--- src/iak_contend.sv ---
// constants for interrupt arbitration/acknowledge, and the serial contention engine
// Operation
// - each source holds a four-bit arbitration field, 0001 lowest, 1111 highest
// - a recognised request from a source whose field is zero becomes spurious
// - reset sets the unit's own field to 1111 and every other field to 0000
// - the unit's field stands for all external requests during contention
// - same-level simultaneous requests resolve by bit-serial contention of the fields
// - contention always runs; external acknowledge only when the unit wins
// - no contender during acknowledge ends in bus error and a spurious exception
// - winning internal source supplies its vector and terminates the cycle
// - tick timer requests beat external requests of the same level
// - sources respond only when the presented level equals their request level
// - handling starts at an instruction boundary, then status and pc are stacked
// - address space code is 111 during the acknowledge cycle
// - acknowledge address is all ones except bits 3 to 1 holding the level
// - the acknowledged level is latched into the interrupt priority mask
// - the mask blocks requests at or below its level
// - no matching source makes the spurious monitor raise the bus error line
package iak_pkg;
   localparam int FIELD_W = 4;
   localparam int LVL_W = 3;
   localparam int VEC_W = 8;
   localparam int ADDR_W = 24;
   localparam logic [FIELD_W-1:0] FIELD_SIU_RST = 4'hf;
   localparam logic [FIELD_W-1:0] FIELD_MOD_RST = 4'h0;
   localparam logic [FIELD_W-1:0] FIELD_ZERO = 4'h0;
   localparam logic [2:0] SPACE_CPU = 3'h7;
   localparam logic [2:0] SPACE_IDLE = 3'h0;
   localparam logic [19:0] ACK_ADDR_HI = 20'hfffff;
   localparam logic ACK_ADDR_B0 = 1'b1;
   localparam logic [LVL_W-1:0] MASK_RST = 3'h7;
   localparam int CLK_PERIOD_NS = 100;
   localparam int EXT_TIMEOUT_NS = 12800;
   localparam int EXT_TIMEOUT_CYC = (EXT_TIMEOUT_NS / CLK_PERIOD_NS < 1) ? 1 : EXT_TIMEOUT_NS / CLK_PERIOD_NS;
   localparam int TMO_W = 8;

   typedef enum logic [5:0] {
      ST_IDLE = 6'b000001,
      ST_STACK = 6'b000010,
      ST_PRESENT = 6'b000100,
      ST_ARB = 6'b001000,
      ST_EXTBUS = 6'b010000,
      ST_FINISH = 6'b100000
   } iak_state_type;

   // index of the highest set bit of a level vector, zero when none
   function automatic logic [LVL_W-1:0] iak_top_level(input logic [7:1] lv);
      logic [LVL_W-1:0] r;
      r = '0;
      for (int k = 1; k < 8; k++) begin
         if (lv[k]) begin
            r = LVL_W'(k);
         end
      end
      return r;
   endfunction : iak_top_level
endpackage : iak_pkg

module iak_contend import iak_pkg::*; #(
   parameter int NSRC = 5
) (
   // clock and control
   input wire logic clk_i,
   input wire logic arst_n_i,
   input wire logic ce_i,
   // contention request
   input wire logic start_i,
   input wire logic [NSRC-1:0] contend_i,
   input wire logic [NSRC*FIELD_W-1:0] field_i,
   // result
   output logic done_o,
   output logic [NSRC-1:0] alive_o
);
   logic busy_q;
   logic done_q;
   logic [1:0] bit_q;
   logic [NSRC-1:0] alive_q;
   logic [NSRC-1:0] bits;
   logic [NSRC-1:0] alive_d;

   always_comb begin
      for (int i = 0; i < NSRC; i++) begin
         bits[i] = field_i[i*FIELD_W + int'(bit_q)];
      end
      // a one on the shared line knocks out every contender showing zero
      alive_d = (|(alive_q & bits)) ? (alive_q & bits) : alive_q;
   end

   always_ff @(posedge clk_i or negedge arst_n_i) begin
      if (!arst_n_i) begin
         busy_q <= 1'b0;
         done_q <= 1'b0;
         bit_q <= 2'h3;
         alive_q <= '0;
      end else if (ce_i) begin
         done_q <= 1'b0;
         if (start_i) begin
            alive_q <= contend_i;
            bit_q <= 2'h3;
            busy_q <= 1'b1;
         end else if (busy_q) begin
            alive_q <= alive_d;
            bit_q <= bit_q - 2'h1;
            if (bit_q == 2'h0) begin
               busy_q <= 1'b0;
               done_q <= 1'b1;
            end
         end
      end
   end

   assign done_o = done_q;
   assign alive_o = alive_q;

   a_contend_len: assert property (@(posedge clk_i) disable iff (!arst_n_i)
      (start_i && ce_i) ##1 ce_i [*4] |=> done_q)
      else $error("contention did not finish after four bits");
   a_winner_single: assert property (@(posedge clk_i) disable iff (!arst_n_i)
      done_q |-> $onehot0(alive_q))
      else $error("contention left more than one winner");
endmodule : iak_contend

--- src/iak_top.sv ---
// interrupt arbitration and acknowledge sequencer
module iak_top import iak_pkg::*; #(
   parameter int NMOD = 4
) (
   // clock, reset, enable
   input wire logic CLOCK_I,
   input wire logic ARST_N_I,
   input wire logic CE_I,
   // internal module requests
   input wire logic [NMOD-1:0] MOD_REQ_I,
   input wire logic [NMOD*LVL_W-1:0] MOD_LEVEL_I,
   input wire logic [NMOD*VEC_W-1:0] MOD_VECTOR_I,
   output logic [NMOD-1:0] MOD_ACK_O,
   // periodic tick timer
   input wire logic TICK_REQ_I,
   input wire logic [LVL_W-1:0] TICK_LEVEL_I,
   input wire logic [VEC_W-1:0] TICK_VECTOR_I,
   output logic TICK_ACK_O,
   // arbitration field writes, index NMOD is the unit's own field
   input wire logic ARB_WR_I,
   input wire logic [$clog2(NMOD+1)-1:0] ARB_SEL_I,
   input wire logic [FIELD_W-1:0] ARB_DATA_I,
   // external interrupt pins and response, asynchronous
   input wire logic [7:1] IRQ_N_I,
   input wire logic EXT_TERM_N_I,
   input wire logic [VEC_W-1:0] EXT_DATA_I,
   output logic EXT_CYCLE_O,
   // processor core side
   input wire logic BOUNDARY_I,
   input wire logic MASK_LOAD_I,
   input wire logic [LVL_W-1:0] MASK_DATA_I,
   output logic STACK_O,
   output logic ACK_CYCLE_O,
   output logic [2:0] ADDRESS_SPACE_CODE_O,
   output logic [ADDR_W-1:0] ADDR_O,
   output logic [LVL_W-1:0] INTERRUPT_PRIORITY_MASK_O,
   output logic ACK_DONE_O,
   output logic [VEC_W-1:0] VECTOR_O,
   output logic BUS_ERROR_LINE_O,
   output logic SPURIOUS_O
);
   localparam int NSRC = NMOD + 1;
   localparam int SIU = NMOD;

   initial begin
      if (NMOD < 1 || NMOD > 14) begin
         $error("NMOD must lie between 1 and 14");
      end
      // the down-counter must hold the whole external wait
      if (EXT_TIMEOUT_CYC >= (1 << TMO_W)) begin
         $error("external timeout does not fit its counter");
      end
   end

   iak_state_type state_q;
   logic [NSRC*FIELD_W-1:0] field_q;
   logic [LVL_W-1:0] mask_q;
   logic [LVL_W-1:0] lvl_q;
   logic [7:1] irq_s1_q, irq_s2_q;
   logic term_s1_q, term_s2_q;
   logic [VEC_W-1:0] data_s1_q, data_s2_q;
   logic [TMO_W-1:0] tmo_q;
   logic cyc_q, ext_q, stack_q, done_q, bus_error_line_q, spur_q, tick_ack_q;
   logic [NMOD-1:0] mod_ack_q;
   logic [ADDR_W-1:0] addr_q;
   logic [2:0] space_q;
   logic [VEC_W-1:0] vec_q;
   logic start;
   logic arb_done;
   logic [NSRC-1:0] alive;
   logic [NSRC-1:0] contend;
   logic [7:1] req_lv;
   logic [LVL_W-1:0] pend_lvl;
   logic ext_at, tick_at;
   logic [VEC_W-1:0] win_vec;
   logic [FIELD_W-1:0] win_field;

   // pins cross in through two flops; the first stage feeds nothing else
   always_ff @(posedge CLOCK_I or negedge ARST_N_I) begin
      if (!ARST_N_I) begin
         irq_s1_q <= 7'h7f;
         irq_s2_q <= 7'h7f;
         term_s1_q <= 1'b1;
         term_s2_q <= 1'b1;
         data_s1_q <= '0;
         data_s2_q <= '0;
      end else if (CE_I) begin
         irq_s1_q <= IRQ_N_I;
         irq_s2_q <= irq_s1_q;
         term_s1_q <= EXT_TERM_N_I;
         term_s2_q <= term_s1_q;
         data_s1_q <= EXT_DATA_I;
         data_s2_q <= data_s1_q;
      end
   end

   // arbitration fields
   always_ff @(posedge CLOCK_I or negedge ARST_N_I) begin
      if (!ARST_N_I) begin
         field_q <= {FIELD_SIU_RST, {NMOD{FIELD_MOD_RST}}};
      end else if (CE_I && ARB_WR_I && int'(ARB_SEL_I) < NSRC) begin
         field_q[int'(ARB_SEL_I)*FIELD_W +: FIELD_W] <= ARB_DATA_I;
      end
   end

   always_comb begin
      req_lv = ~irq_s2_q;
      if (TICK_REQ_I && TICK_LEVEL_I != 3'h0) begin
         req_lv[TICK_LEVEL_I] = 1'b1;
      end
      for (int i = 0; i < NMOD; i++) begin
         if (MOD_REQ_I[i] && MOD_LEVEL_I[i*LVL_W +: LVL_W] != 3'h0) begin
            req_lv[MOD_LEVEL_I[i*LVL_W +: LVL_W]] = 1'b1;
         end
      end
      pend_lvl = iak_top_level(req_lv);
      // sources respond only to the level on the address bus
      tick_at = TICK_REQ_I && TICK_LEVEL_I == lvl_q;
      // level zero has no pin, so never index below the vector
      ext_at = 1'b0;
      if (lvl_q != '0) begin
         ext_at = !irq_s2_q[lvl_q];
      end
      for (int i = 0; i < NMOD; i++) begin
         contend[i] = MOD_REQ_I[i] && MOD_LEVEL_I[i*LVL_W +: LVL_W] == lvl_q;
      end
      // the unit's own field speaks for every external pin and the tick timer
      contend[SIU] = tick_at || ext_at;
      win_vec = TICK_VECTOR_I;
      win_field = field_q[SIU*FIELD_W +: FIELD_W];
      for (int i = 0; i < NMOD; i++) begin
         if (alive[i]) begin
            win_vec = MOD_VECTOR_I[i*VEC_W +: VEC_W];
            win_field = field_q[i*FIELD_W +: FIELD_W];
         end
      end
   end

   assign start = state_q == ST_PRESENT;

   iak_contend #(
      .NSRC(NSRC)
   ) u_contend (
      .clk_i(CLOCK_I),
      .arst_n_i(ARST_N_I),
      .ce_i(CE_I),
      .start_i(start),
      .contend_i(contend),
      .field_i(field_q),
      .done_o(arb_done),
      .alive_o(alive)
   );

   // sequencer and its outputs
   always_ff @(posedge CLOCK_I or negedge ARST_N_I) begin
      if (!ARST_N_I) begin
         state_q <= ST_IDLE;
         lvl_q <= '0;
         cyc_q <= 1'b0;
         ext_q <= 1'b0;
         stack_q <= 1'b0;
         done_q <= 1'b0;
         bus_error_line_q <= 1'b0;
         spur_q <= 1'b0;
         tick_ack_q <= 1'b0;
         mod_ack_q <= '0;
         addr_q <= '0;
         space_q <= SPACE_IDLE;
         vec_q <= '0;
         tmo_q <= '0;
      end else if (CE_I) begin
         stack_q <= 1'b0;
         done_q <= 1'b0;
         bus_error_line_q <= 1'b0;
         spur_q <= 1'b0;
         tick_ack_q <= 1'b0;
         mod_ack_q <= '0;
         case (state_q)
            ST_IDLE: begin
               // pending above the mask, taken only at a boundary
               if (pend_lvl > mask_q && BOUNDARY_I) begin
                  lvl_q <= pend_lvl;
                  stack_q <= 1'b1;
                  state_q <= ST_STACK;
               end
            end
            ST_STACK: begin
               cyc_q <= 1'b1;
               space_q <= SPACE_CPU;
               addr_q <= {ACK_ADDR_HI, lvl_q, ACK_ADDR_B0};
               state_q <= ST_PRESENT;
            end
            ST_PRESENT: begin
               state_q <= ST_ARB;
            end
            ST_ARB: begin
               if (arb_done) begin
                  if (alive == '0) begin
                     bus_error_line_q <= 1'b1;
                     spur_q <= 1'b1;
                     state_q <= ST_FINISH;
                  end else if (win_field == FIELD_ZERO) begin
                     spur_q <= 1'b1;
                     state_q <= ST_FINISH;
                  end else if (!alive[SIU]) begin
                     vec_q <= win_vec;
                     done_q <= 1'b1;
                     mod_ack_q <= alive[NMOD-1:0];
                     state_q <= ST_FINISH;
                  end else if (tick_at) begin
                     vec_q <= TICK_VECTOR_I;
                     done_q <= 1'b1;
                     tick_ack_q <= 1'b1;
                     state_q <= ST_FINISH;
                  end else begin
                     ext_q <= 1'b1;
                     tmo_q <= TMO_W'(EXT_TIMEOUT_CYC);
                     state_q <= ST_EXTBUS;
                  end
               end
            end
            ST_EXTBUS: begin
               tmo_q <= tmo_q - 8'h01;
               if (!term_s2_q) begin
                  vec_q <= data_s2_q;
                  done_q <= 1'b1;
                  state_q <= ST_FINISH;
               end else if (tmo_q == 8'h01) begin
                  bus_error_line_q <= 1'b1;
                  spur_q <= 1'b1;
                  state_q <= ST_FINISH;
               end
            end
            ST_FINISH: begin
               cyc_q <= 1'b0;
               ext_q <= 1'b0;
               space_q <= SPACE_IDLE;
               state_q <= ST_IDLE;
            end
            default: begin
               state_q <= ST_IDLE;
            end
         endcase
      end
   end

   // priority mask, loaded from the address level as the cycle opens
   always_ff @(posedge CLOCK_I or negedge ARST_N_I) begin
      if (!ARST_N_I) begin
         mask_q <= MASK_RST;
      end else if (CE_I) begin
         if (state_q == ST_STACK) begin
            mask_q <= lvl_q;
         end else if (MASK_LOAD_I && state_q == ST_IDLE) begin
            mask_q <= MASK_DATA_I;
         end
      end
   end

   assign MOD_ACK_O = mod_ack_q;
   assign TICK_ACK_O = tick_ack_q;
   assign EXT_CYCLE_O = ext_q;
   assign STACK_O = stack_q;
   assign ACK_CYCLE_O = cyc_q;
   assign ADDRESS_SPACE_CODE_O = space_q;
   assign ADDR_O = addr_q;
   assign INTERRUPT_PRIORITY_MASK_O = mask_q;
   assign ACK_DONE_O = done_q;
   assign VECTOR_O = vec_q;
   assign BUS_ERROR_LINE_O = bus_error_line_q;
   assign SPURIOUS_O = spur_q;

   a_space_cpu: assert property (@(posedge CLOCK_I) disable iff (!ARST_N_I)
      cyc_q |-> space_q == 3'h7)
      else $error("address space code not cpu space during acknowledge");
   a_addr_form: assert property (@(posedge CLOCK_I) disable iff (!ARST_N_I)
      cyc_q |-> (addr_q[23:4] == 20'hfffff && addr_q[0] && addr_q[3:1] == lvl_q))
      else $error("acknowledge address malformed");
   a_mask_latch: assert property (@(posedge CLOCK_I) disable iff (!ARST_N_I)
      (cyc_q && !$past(cyc_q)) |-> mask_q == addr_q[3:1])
      else $error("mask not loaded from acknowledged level");
   a_bus_error_line_nocontend: assert property (@(posedge CLOCK_I) disable iff (!ARST_N_I)
      (CE_I && state_q == ST_ARB && arb_done && alive == '0) |=> (bus_error_line_q && spur_q))
      else $error("no contender but no bus error");
   a_zero_spurious: assert property (@(posedge CLOCK_I) disable iff (!ARST_N_I)
      (CE_I && state_q == ST_ARB && arb_done && alive != '0 && win_field == 4'h0) |=> (spur_q && !done_q))
      else $error("zero field winner not spurious");
   a_tick_first: assert property (@(posedge CLOCK_I) disable iff (!ARST_N_I)
      (CE_I && state_q == ST_ARB && arb_done && alive[SIU] && tick_at && win_field != 4'h0) |=> (tick_ack_q && !ext_q))
      else $error("external served before tick timer");
   a_ext_only_siu: assert property (@(posedge CLOCK_I) disable iff (!ARST_N_I)
      $rose(ext_q) |-> $past(alive[SIU]))
      else $error("external cycle without unit winning");
   a_mask_blocks: assert property (@(posedge CLOCK_I) disable iff (!ARST_N_I)
      (state_q == ST_IDLE && pend_lvl <= mask_q) |=> !stack_q)
      else $error("masked request started handling");
   a_ext_timeout: assert property (@(posedge CLOCK_I) disable iff (!ARST_N_I)
      (state_q == ST_EXTBUS) |-> ##[0:200] (state_q != ST_EXTBUS))
      else $error("external cycle never ended");
   a_mod_ack_onehot: assert property (@(posedge CLOCK_I) disable iff (!ARST_N_I)
      $onehot0(mod_ack_q))
      else $error("more than one module acknowledged");
   a_cycle_closes: assert property (@(posedge CLOCK_I) disable iff (!ARST_N_I)
      (CE_I && state_q == ST_FINISH) |=> (!cyc_q && space_q == SPACE_IDLE))
      else $error("acknowledge cycle left open after its result");
endmodule : iak_top

--- config.mk ---
export PLATFORM = sky130hd
export DESIGN_NAME = iak_top
export DESIGN_NICKNAME = d
export VERILOG_FILES = /design/src/iak_contend.sv /design/src/iak_top.sv
export SDC_FILE = /design/constraint.sdc
export NUM_CORES = 1
export LEC_CHECK = 0
export BUFFER_PORTS_ARGS = -buffer_cell sky130_fd_sc_hd__buf_2
export CORE_MARGIN = 2
export CORE_UTILIZATION = 55
export CTS_CLUSTER_SIZE = 24
export DETAILED_ROUTE_END_ITERATION = 16
export HOLD_SLACK_MARGIN = 0.08
export PLACE_DENSITY = 0.81
export SLEW_MARGIN = 20
export SYNTH_ARGS = -nofsm -noshare
export SYNTH_HDL_FRONTEND = slang
export SYNTH_SLANG_ARGS = --single-unit
--- constraint.sdc ---
create_clock -name CLOCK_I -period 4.5 [get_ports CLOCK_I]
set_clock_uncertainty 0.1 [all_clocks]
set_input_delay 0.45 -clock CLOCK_I [delete_from_list [all_inputs] [get_ports CLOCK_I]]
set_output_delay 0.45 -clock CLOCK_I [all_outputs]
set_load 0.01 [all_outputs]
* Word level (Yosys, flattened, before mapping) *
Cells that the tools add are included.

storage, ports and cells
  flip-flop bits (word level) = 108
  input bits = 92
  word-level logic and storage cells = 247

operators by class
  $add $sub $neg = 7
  magnitude comparators = 18
  eq/ne operators = 21
  shift-type cells = 2
  muxes and demuxes = 119
  bitwise gates (word level) = 7
  reduce and logical (&&, ||, !) cells = 47

operators by type and width
  kind                                                                            number
  32-bit by 7-bit less-than comparator with 1-bit output (second input constant)  4
  8-bit two-way mux                                                               15
  1-bit two-way mux                                                               48
  6-bit two-way mux                                                               8
  4-bit two-way mux                                                               9
  7-bit two-way mux                                                               5
  7-bit OR                                                                        5
  5-bit negator with 33-bit output                                                1
  4-bit by 33-bit variable shift with 20-bit output (first input constant)        1
  4-bit by 33-bit indexed part select with 20-bit output                          1
  8-bit one-hot mux with 2 select lines                                           2
  6-bit one-hot mux with 5 select lines                                           1
  3-bit by 4-bit less-than comparator with 1-bit output (second input constant)   6
  3-bit two-way mux                                                               8
  7-bit AND reduction                                                             3
  1-bit binary-select mux with 5-bit select                                       4
  20-bit bitwise mux                                                              1
  1-bit logical AND                                                               19
  3-bit nonzero test                                                              6
  1-bit demux with 3-bit select                                                   5
  3-bit equality test                                                             5
  3-bit by 1-bit >= comparator with 1-bit output (second input constant)          5
  5-bit two-way mux                                                               3
  2-bit nonzero test                                                              6
  34 further kinds                                                                50

* Logic depth before layout (Yosys ltp) *
  depth in word-level cells = 25
  gate-level depth with buffers = 14

* By module *
From an unflattened synthesis, not the netlist that was laid out.

second synthesis, totals
  cells, all modules = 620
  area total of the unflattened synthesis = 6287.3 µm²

by module, submodules not included
  module       times used  cells each  area an instance (µm²)  seq. area each (µm²)
  iak_top      1           553         5590.4                  2407.3
  iak_contend  1           67          696.9                   227.7

* Worst setup path after synthesis *
No wires, ideal clock.

  path type = input to register
  start = input MOD_LEVEL_I[6]
  end = register lvl_q[1]
  data arrival time = 2878 ps
  data required time = 4275 ps
  slack = 1397 ps
  stages on the path = 12
  cells stage by stage = clkbuf_1 or4b_2 nand4_1 o211ai_1 a31oi_1 ha_1 nand3_1 nand2_1 a21oi_1 and3_1 buf_2 mux2_2

on the way
  longest elaborated chain between the ends = 18

RTL lines
  item                                                                                                                                                  RTL line           text
  start, declared                                                                                                                                       iak_top.sv:11      input wire logic [NMOD*LVL_W-1:0] MOD_LEVEL_I,
  3-bit by 4-bit less-than comparator with 1-bit output (not written as such) / 3-bit by 1-bit >= comparator with 1-bit output (equally long branches)  iak_top.sv:113     req_lv[MOD_LEVEL_I[i*LVL_W +: LVL_W]] = 1'b1;
  1-bit logical AND (not written as such)                                                                                                               iak_top.sv:113
  1-bit two-way mux (not written as such)                                                                                                               iak_top.sv:113
  1-bit demux with 3-bit select                                                                                                                         iak_top.sv:113
  7-bit OR (no source line)                                                                                                                             n/a
  7-bit two-way mux (*)                                                                                                                                 iak_top.sv:112     if (MOD_REQ_I[i] && MOD_LEVEL_I[i*LVL_W +: LVL_W] != 3'h0) begin
  7-bit OR (no source line)                                                                                                                             n/a
  7-bit two-way mux (*)                                                                                                                                 iak_top.sv:112
  1-bit two-way mux                                                                                                                                     iak_contend.sv:51  if (lv[k]) begin
  3-bit two-way mux (5 in a row)                                                                                                                        iak_contend.sv:51
  3-bit two-way mux (*)                                                                                                                                 iak_contend.sv:51
  3-bit greater-than comparator                                                                                                                         iak_top.sv:181     if (pend_lvl > mask_q && BOUNDARY_I) begin
  1-bit logical AND                                                                                                                                     iak_top.sv:181
  3-bit AND reduction (no source line)                                                                                                                  n/a
  end signal, assigned                                                                                                                                  iak_top.sv:182     lvl_q <= pend_lvl;
  end, declared                                                                                                                                         iak_top.sv:58      logic [LVL_W-1:0] lvl_q;

Mark *: on every way between the ends. The rest lies on a longest branch, timed or not.
A chain may end at the register's enable or synchronous reset.

* Worst setup path after layout *
  start = register irq_s2_q[4] in the netlist's numbering
  end = register lvl_q[2]

on the way
  longest elaborated chain between the ends = 18

RTL lines
  item                                  RTL line           text
  start, declared                       iak_top.sv:59      logic [7:1] irq_s1_q, irq_s2_q;
  start signal, assigned                iak_top.sv:89      irq_s2_q <= irq_s1_q;
  7-bit inverter (*)                    iak_top.sv:107     req_lv = ~irq_s2_q;
  7-bit OR (no source line)             n/a
  7-bit two-way mux (*)                 iak_top.sv:108     if (TICK_REQ_I && TICK_LEVEL_I != 3'h0) begin
  7-bit OR (no source line)             n/a
  7-bit two-way mux (*)                 iak_top.sv:112
  7-bit OR (no source line)             n/a
  7-bit two-way mux (*)                 iak_top.sv:112
  7-bit OR (no source line)             n/a
  7-bit two-way mux (*)                 iak_top.sv:112
  7-bit OR (no source line)             n/a
  7-bit two-way mux (*)                 iak_top.sv:112
  3-bit two-way mux (*) (4 in a row)    iak_contend.sv:51
  3-bit greater-than comparator         iak_top.sv:181
  1-bit logical AND                     iak_top.sv:181
  3-bit AND reduction (no source line)  n/a

Marks and branches as above.

==> qor.txt <==
Drt pass-1 iters - 6
Setup CP Type - reg2reg
Most common cell after layout, fill and taps aside - buf_2
Crit-path max cell delay - 550 ps
Core area - 10800 µm²
Top_reg_cell synth - dfrtp_1
Inserted Clock Buffers - 9
Register area share after synthesis - 43.3%
Largest net degree at the start of global routing - 73
CP max FO - 6
Max cap viols - 0
EDFF count, synth - 0
Req. time, crit path - 4670 ps
Worst setup EP type - register
Die Area - 11900 µm²
Clock-pin slew on the worst setup and hold paths - 90 ps
CTS tree - done
Worst path cell trace - o311ai_0, nor4_1, nand2b_1, a31oi_1, ha_1, nor2b_1, o21ai_0, a21oi_1, and3_1, mux2_2
Routed vias/inst - 6.09
I/O pin count - 141
Crit share post-route - 69.8%
DR vias - 5117
Drt drc - 0
Setup TNS - 0 ps
Initial Util - 56.2%
RD Place Congestion - 0.881
GRT Total Usage - 24.8%
Syn nets - 702
Flops & latches, synth - 104
Period minus WS final - 3140 ps
Post-synth cell types - 67
Vias in the first global route - 4717
Row cnt - 38
Async set-reset flop share out of synthesis - 100%
Synth Warn # - 0
Worst-case clock buffer depth - 2
Final max-slew violation count - 0
Initial antenna violation count - 0
Post-layout util - 63.1%
PD cells - 415 nW/µm²
Layout area overhead - 12.3%
Root Driver - clkbuf_8
Fill cell count - 901
CTS Sinks - 104
DRT antenna net count - 0
Cells after synthesis - 602
Max VDD drop - 0.274 mV
Setup violations, final - 0
H-tree depth - 3
PostCTS Resize Cnt - 0
Nets - 795
Arr. time, crit path - 3310 ps
Slew @ Worst Pin - 900 ps
Rel. slew slack - 39.8%
Most frequent cells in the layout - buf_2 (139), dfrtp_1 (78), nand2_1 (54)
Avg WL per Cell - 17.2 µm
Unrepaired setup endpoints after global routing - no
CP max stage cell - dfstp_2
WL final - 14.5 mm
# diodes - 0
Die width - 109 µm
R2R setup slack - 1360 ps
DP HPWL - 10.7 mm
Netlist Area Pre-Place - 6090 µm²
Avg Cell Area, Syn - 10.1 µm²
Layout cells sized above 1 - 36.3%
Gr ovfl total - 0
DR iter-0 viols - 457
Die Ht - 109 µm
Crit start category - register
# hold bufs at CTS - 0
Max Clk Rate - 318 MHz
Hold Vio Cnt, Final - 0
Wire length of the first global-routing pass - 23.1 mm
Worst hold path type - in2async
# Post-CTS Setup Buffers - 0
Status - completed
Clk Latency, worst-skew pair - 380 ps
Hold Slack - 91.2 ps
Buffers on Ports - 140
Lkg Pwr - 3.08 nW
## critical path: cells and delay by family, from the launching register on
| family | cells | cell delay [ps] |
|---|---|---|
| adders and majority gates | 1 | 230 |
| muxes | 1 | 370 |
| AOI/OAI and AO/OA | 4 | 670 |
| DFF | 1 | 550 |
| and+or+nand+nor | 4 | 1120 |
## power breakdown
| group | switching (mW) | leakage (nW) | internal [mW] |
|---|---|---|---|
| sequential | 0.230 | 1.26 | 1.12 |
| combinational | 0.455 | 1.72 | 0.441 |
| clock | 0.330 | 0.102 | 0.263 |
## logic make-up (layout without fill, tap and decap cells)
family,after synthesis,after routing,share of synthesized area (%)
AND/OR/NAND/NOR,185,185,17.3
AO/OA/AOI/OAI,140,140,15.6
flip-flops,104,104,43.3
buffers and inverters,86,184,7.23
multiplexers,62,62,12.5
XOR/XNOR,17,17,2.44
adder cells (fa/ha/maj),8,8,1.64
## through the flow
step | setup WS, ps | power, mW | cell area (µm²) | instances
detailed placement | 1160 | 2.25 | 6640 | 824
CTS | 1390 | 2.85 | 6840 | 840
floorplan | 1400 | 2.04 | 6090 | 602
global route | 1120 | 3.03 | 6840 | 840
global placement | 1260 | 2.21 | 6640 | 824
finish | 1360 | 2.84 | 6840 | 840
## sequential cells by signal, summed over array words and instances, names as in the netlist, 2 cells and up
name                       flops
field_q                       20
VECTOR_O                       8
data_s1_q                      8
data_s2_q                      8
tmo_q                          8
irq_s1_q                       7
irq_s2_q                       7
state_q                        6
u_contend.alive_o              5
ADDR_O                         4
MOD_ACK_O                      4
INTERRUPT_PRIORITY_MASK_O      3
lvl_q                          3
u_contend.bit_q                2
## final timing paths
check | cells past startpoint | end | start
min in group CLOCK_I | 2 | data_s1_q[3] | EXT_DATA_I[3]
worst min register to register | 1 | STACK_O | STACK_O
worst max-delay path | 10 | lvl_q[2] | irq_s2_q[4]
worst min-delay path | 1 | field_q[1] | ARST_N_I
worst max register to register | 10 | lvl_q[2] | irq_s2_q[4]
max in group asynchronous | 2 | term_s1_q | ARST_N_I
## Yosys cell counts (4+ instances only)
| cell | count | area, µm² |
|---|---|---|
| a21o_1 | 10 | 75.1 |
| a21oi_1 | 31 | 155 |
| and3_1 | 4 | 25.0 |
| buf_2 | 5 | 25.0 |
| buf_4 | 25 | 188 |
| clkbuf_1 | 26 | 97.6 |
| dfrtp_1 | 78 | 1950 |
| dfstp_2 | 26 | 683 |
| ha_1 | 8 | 100 |
| inv_1 | 26 | 97.6 |
| mux2_2 | 52 | 586 |
| mux2i_1 | 4 | 40.0 |
| mux4_2 | 6 | 135 |
| nand2_1 | 54 | 203 |
| nand2b_1 | 6 | 37.5 |
| nand3_1 | 14 | 70.1 |
| nand3b_1 | 4 | 30.0 |
| nand4_1 | 18 | 113 |
| nand4b_1 | 9 | 78.8 |
| nor2_1 | 20 | 75.1 |
| nor3_1 | 14 | 70.1 |
| nor4_1 | 7 | 43.8 |
| nor4bb_1 | 4 | 40.0 |
| o211ai_1 | 8 | 60.1 |
| o21a_1 | 10 | 75.1 |
| o21ai_0 | 25 | 125 |
| o221ai_1 | 8 | 70.1 |
| o22ai_1 | 18 | 113 |
| o2bb2ai_1 | 4 | 35.0 |
| or3_1 | 5 | 31.3 |
| or4_1 | 4 | 30.0 |
| xnor2_1 | 16 | 140 |
## cell type report
| cell class | instances | area, µm² | area share [%] |
|---|---|---|---|
| flip-flops and latches | 104 | 2640 | 38.5 |
| clock buffers | 9 | 124 | 1.81 |
| well taps | 140 | 175 | 2.56 |
| inverters | 26 | 97.6 | 1.43 |
| clock inverters | 7 | 76.3 | 1.12 |
| repair buffers | 142 | 718 | 10.5 |
| multi-input cells | 412 | 3020 | 44.1 |
## routing by layer
metal	up-vias	track usage (%)	wire, µm
met4	0	9.95	300
met5	-	0	0
li1	2397	-	-
met1	2501	34.3	6320
met3	28	3.59	914
met2	191	39.5	6930
Note: power is estimated with default switching activity, not from simulation.
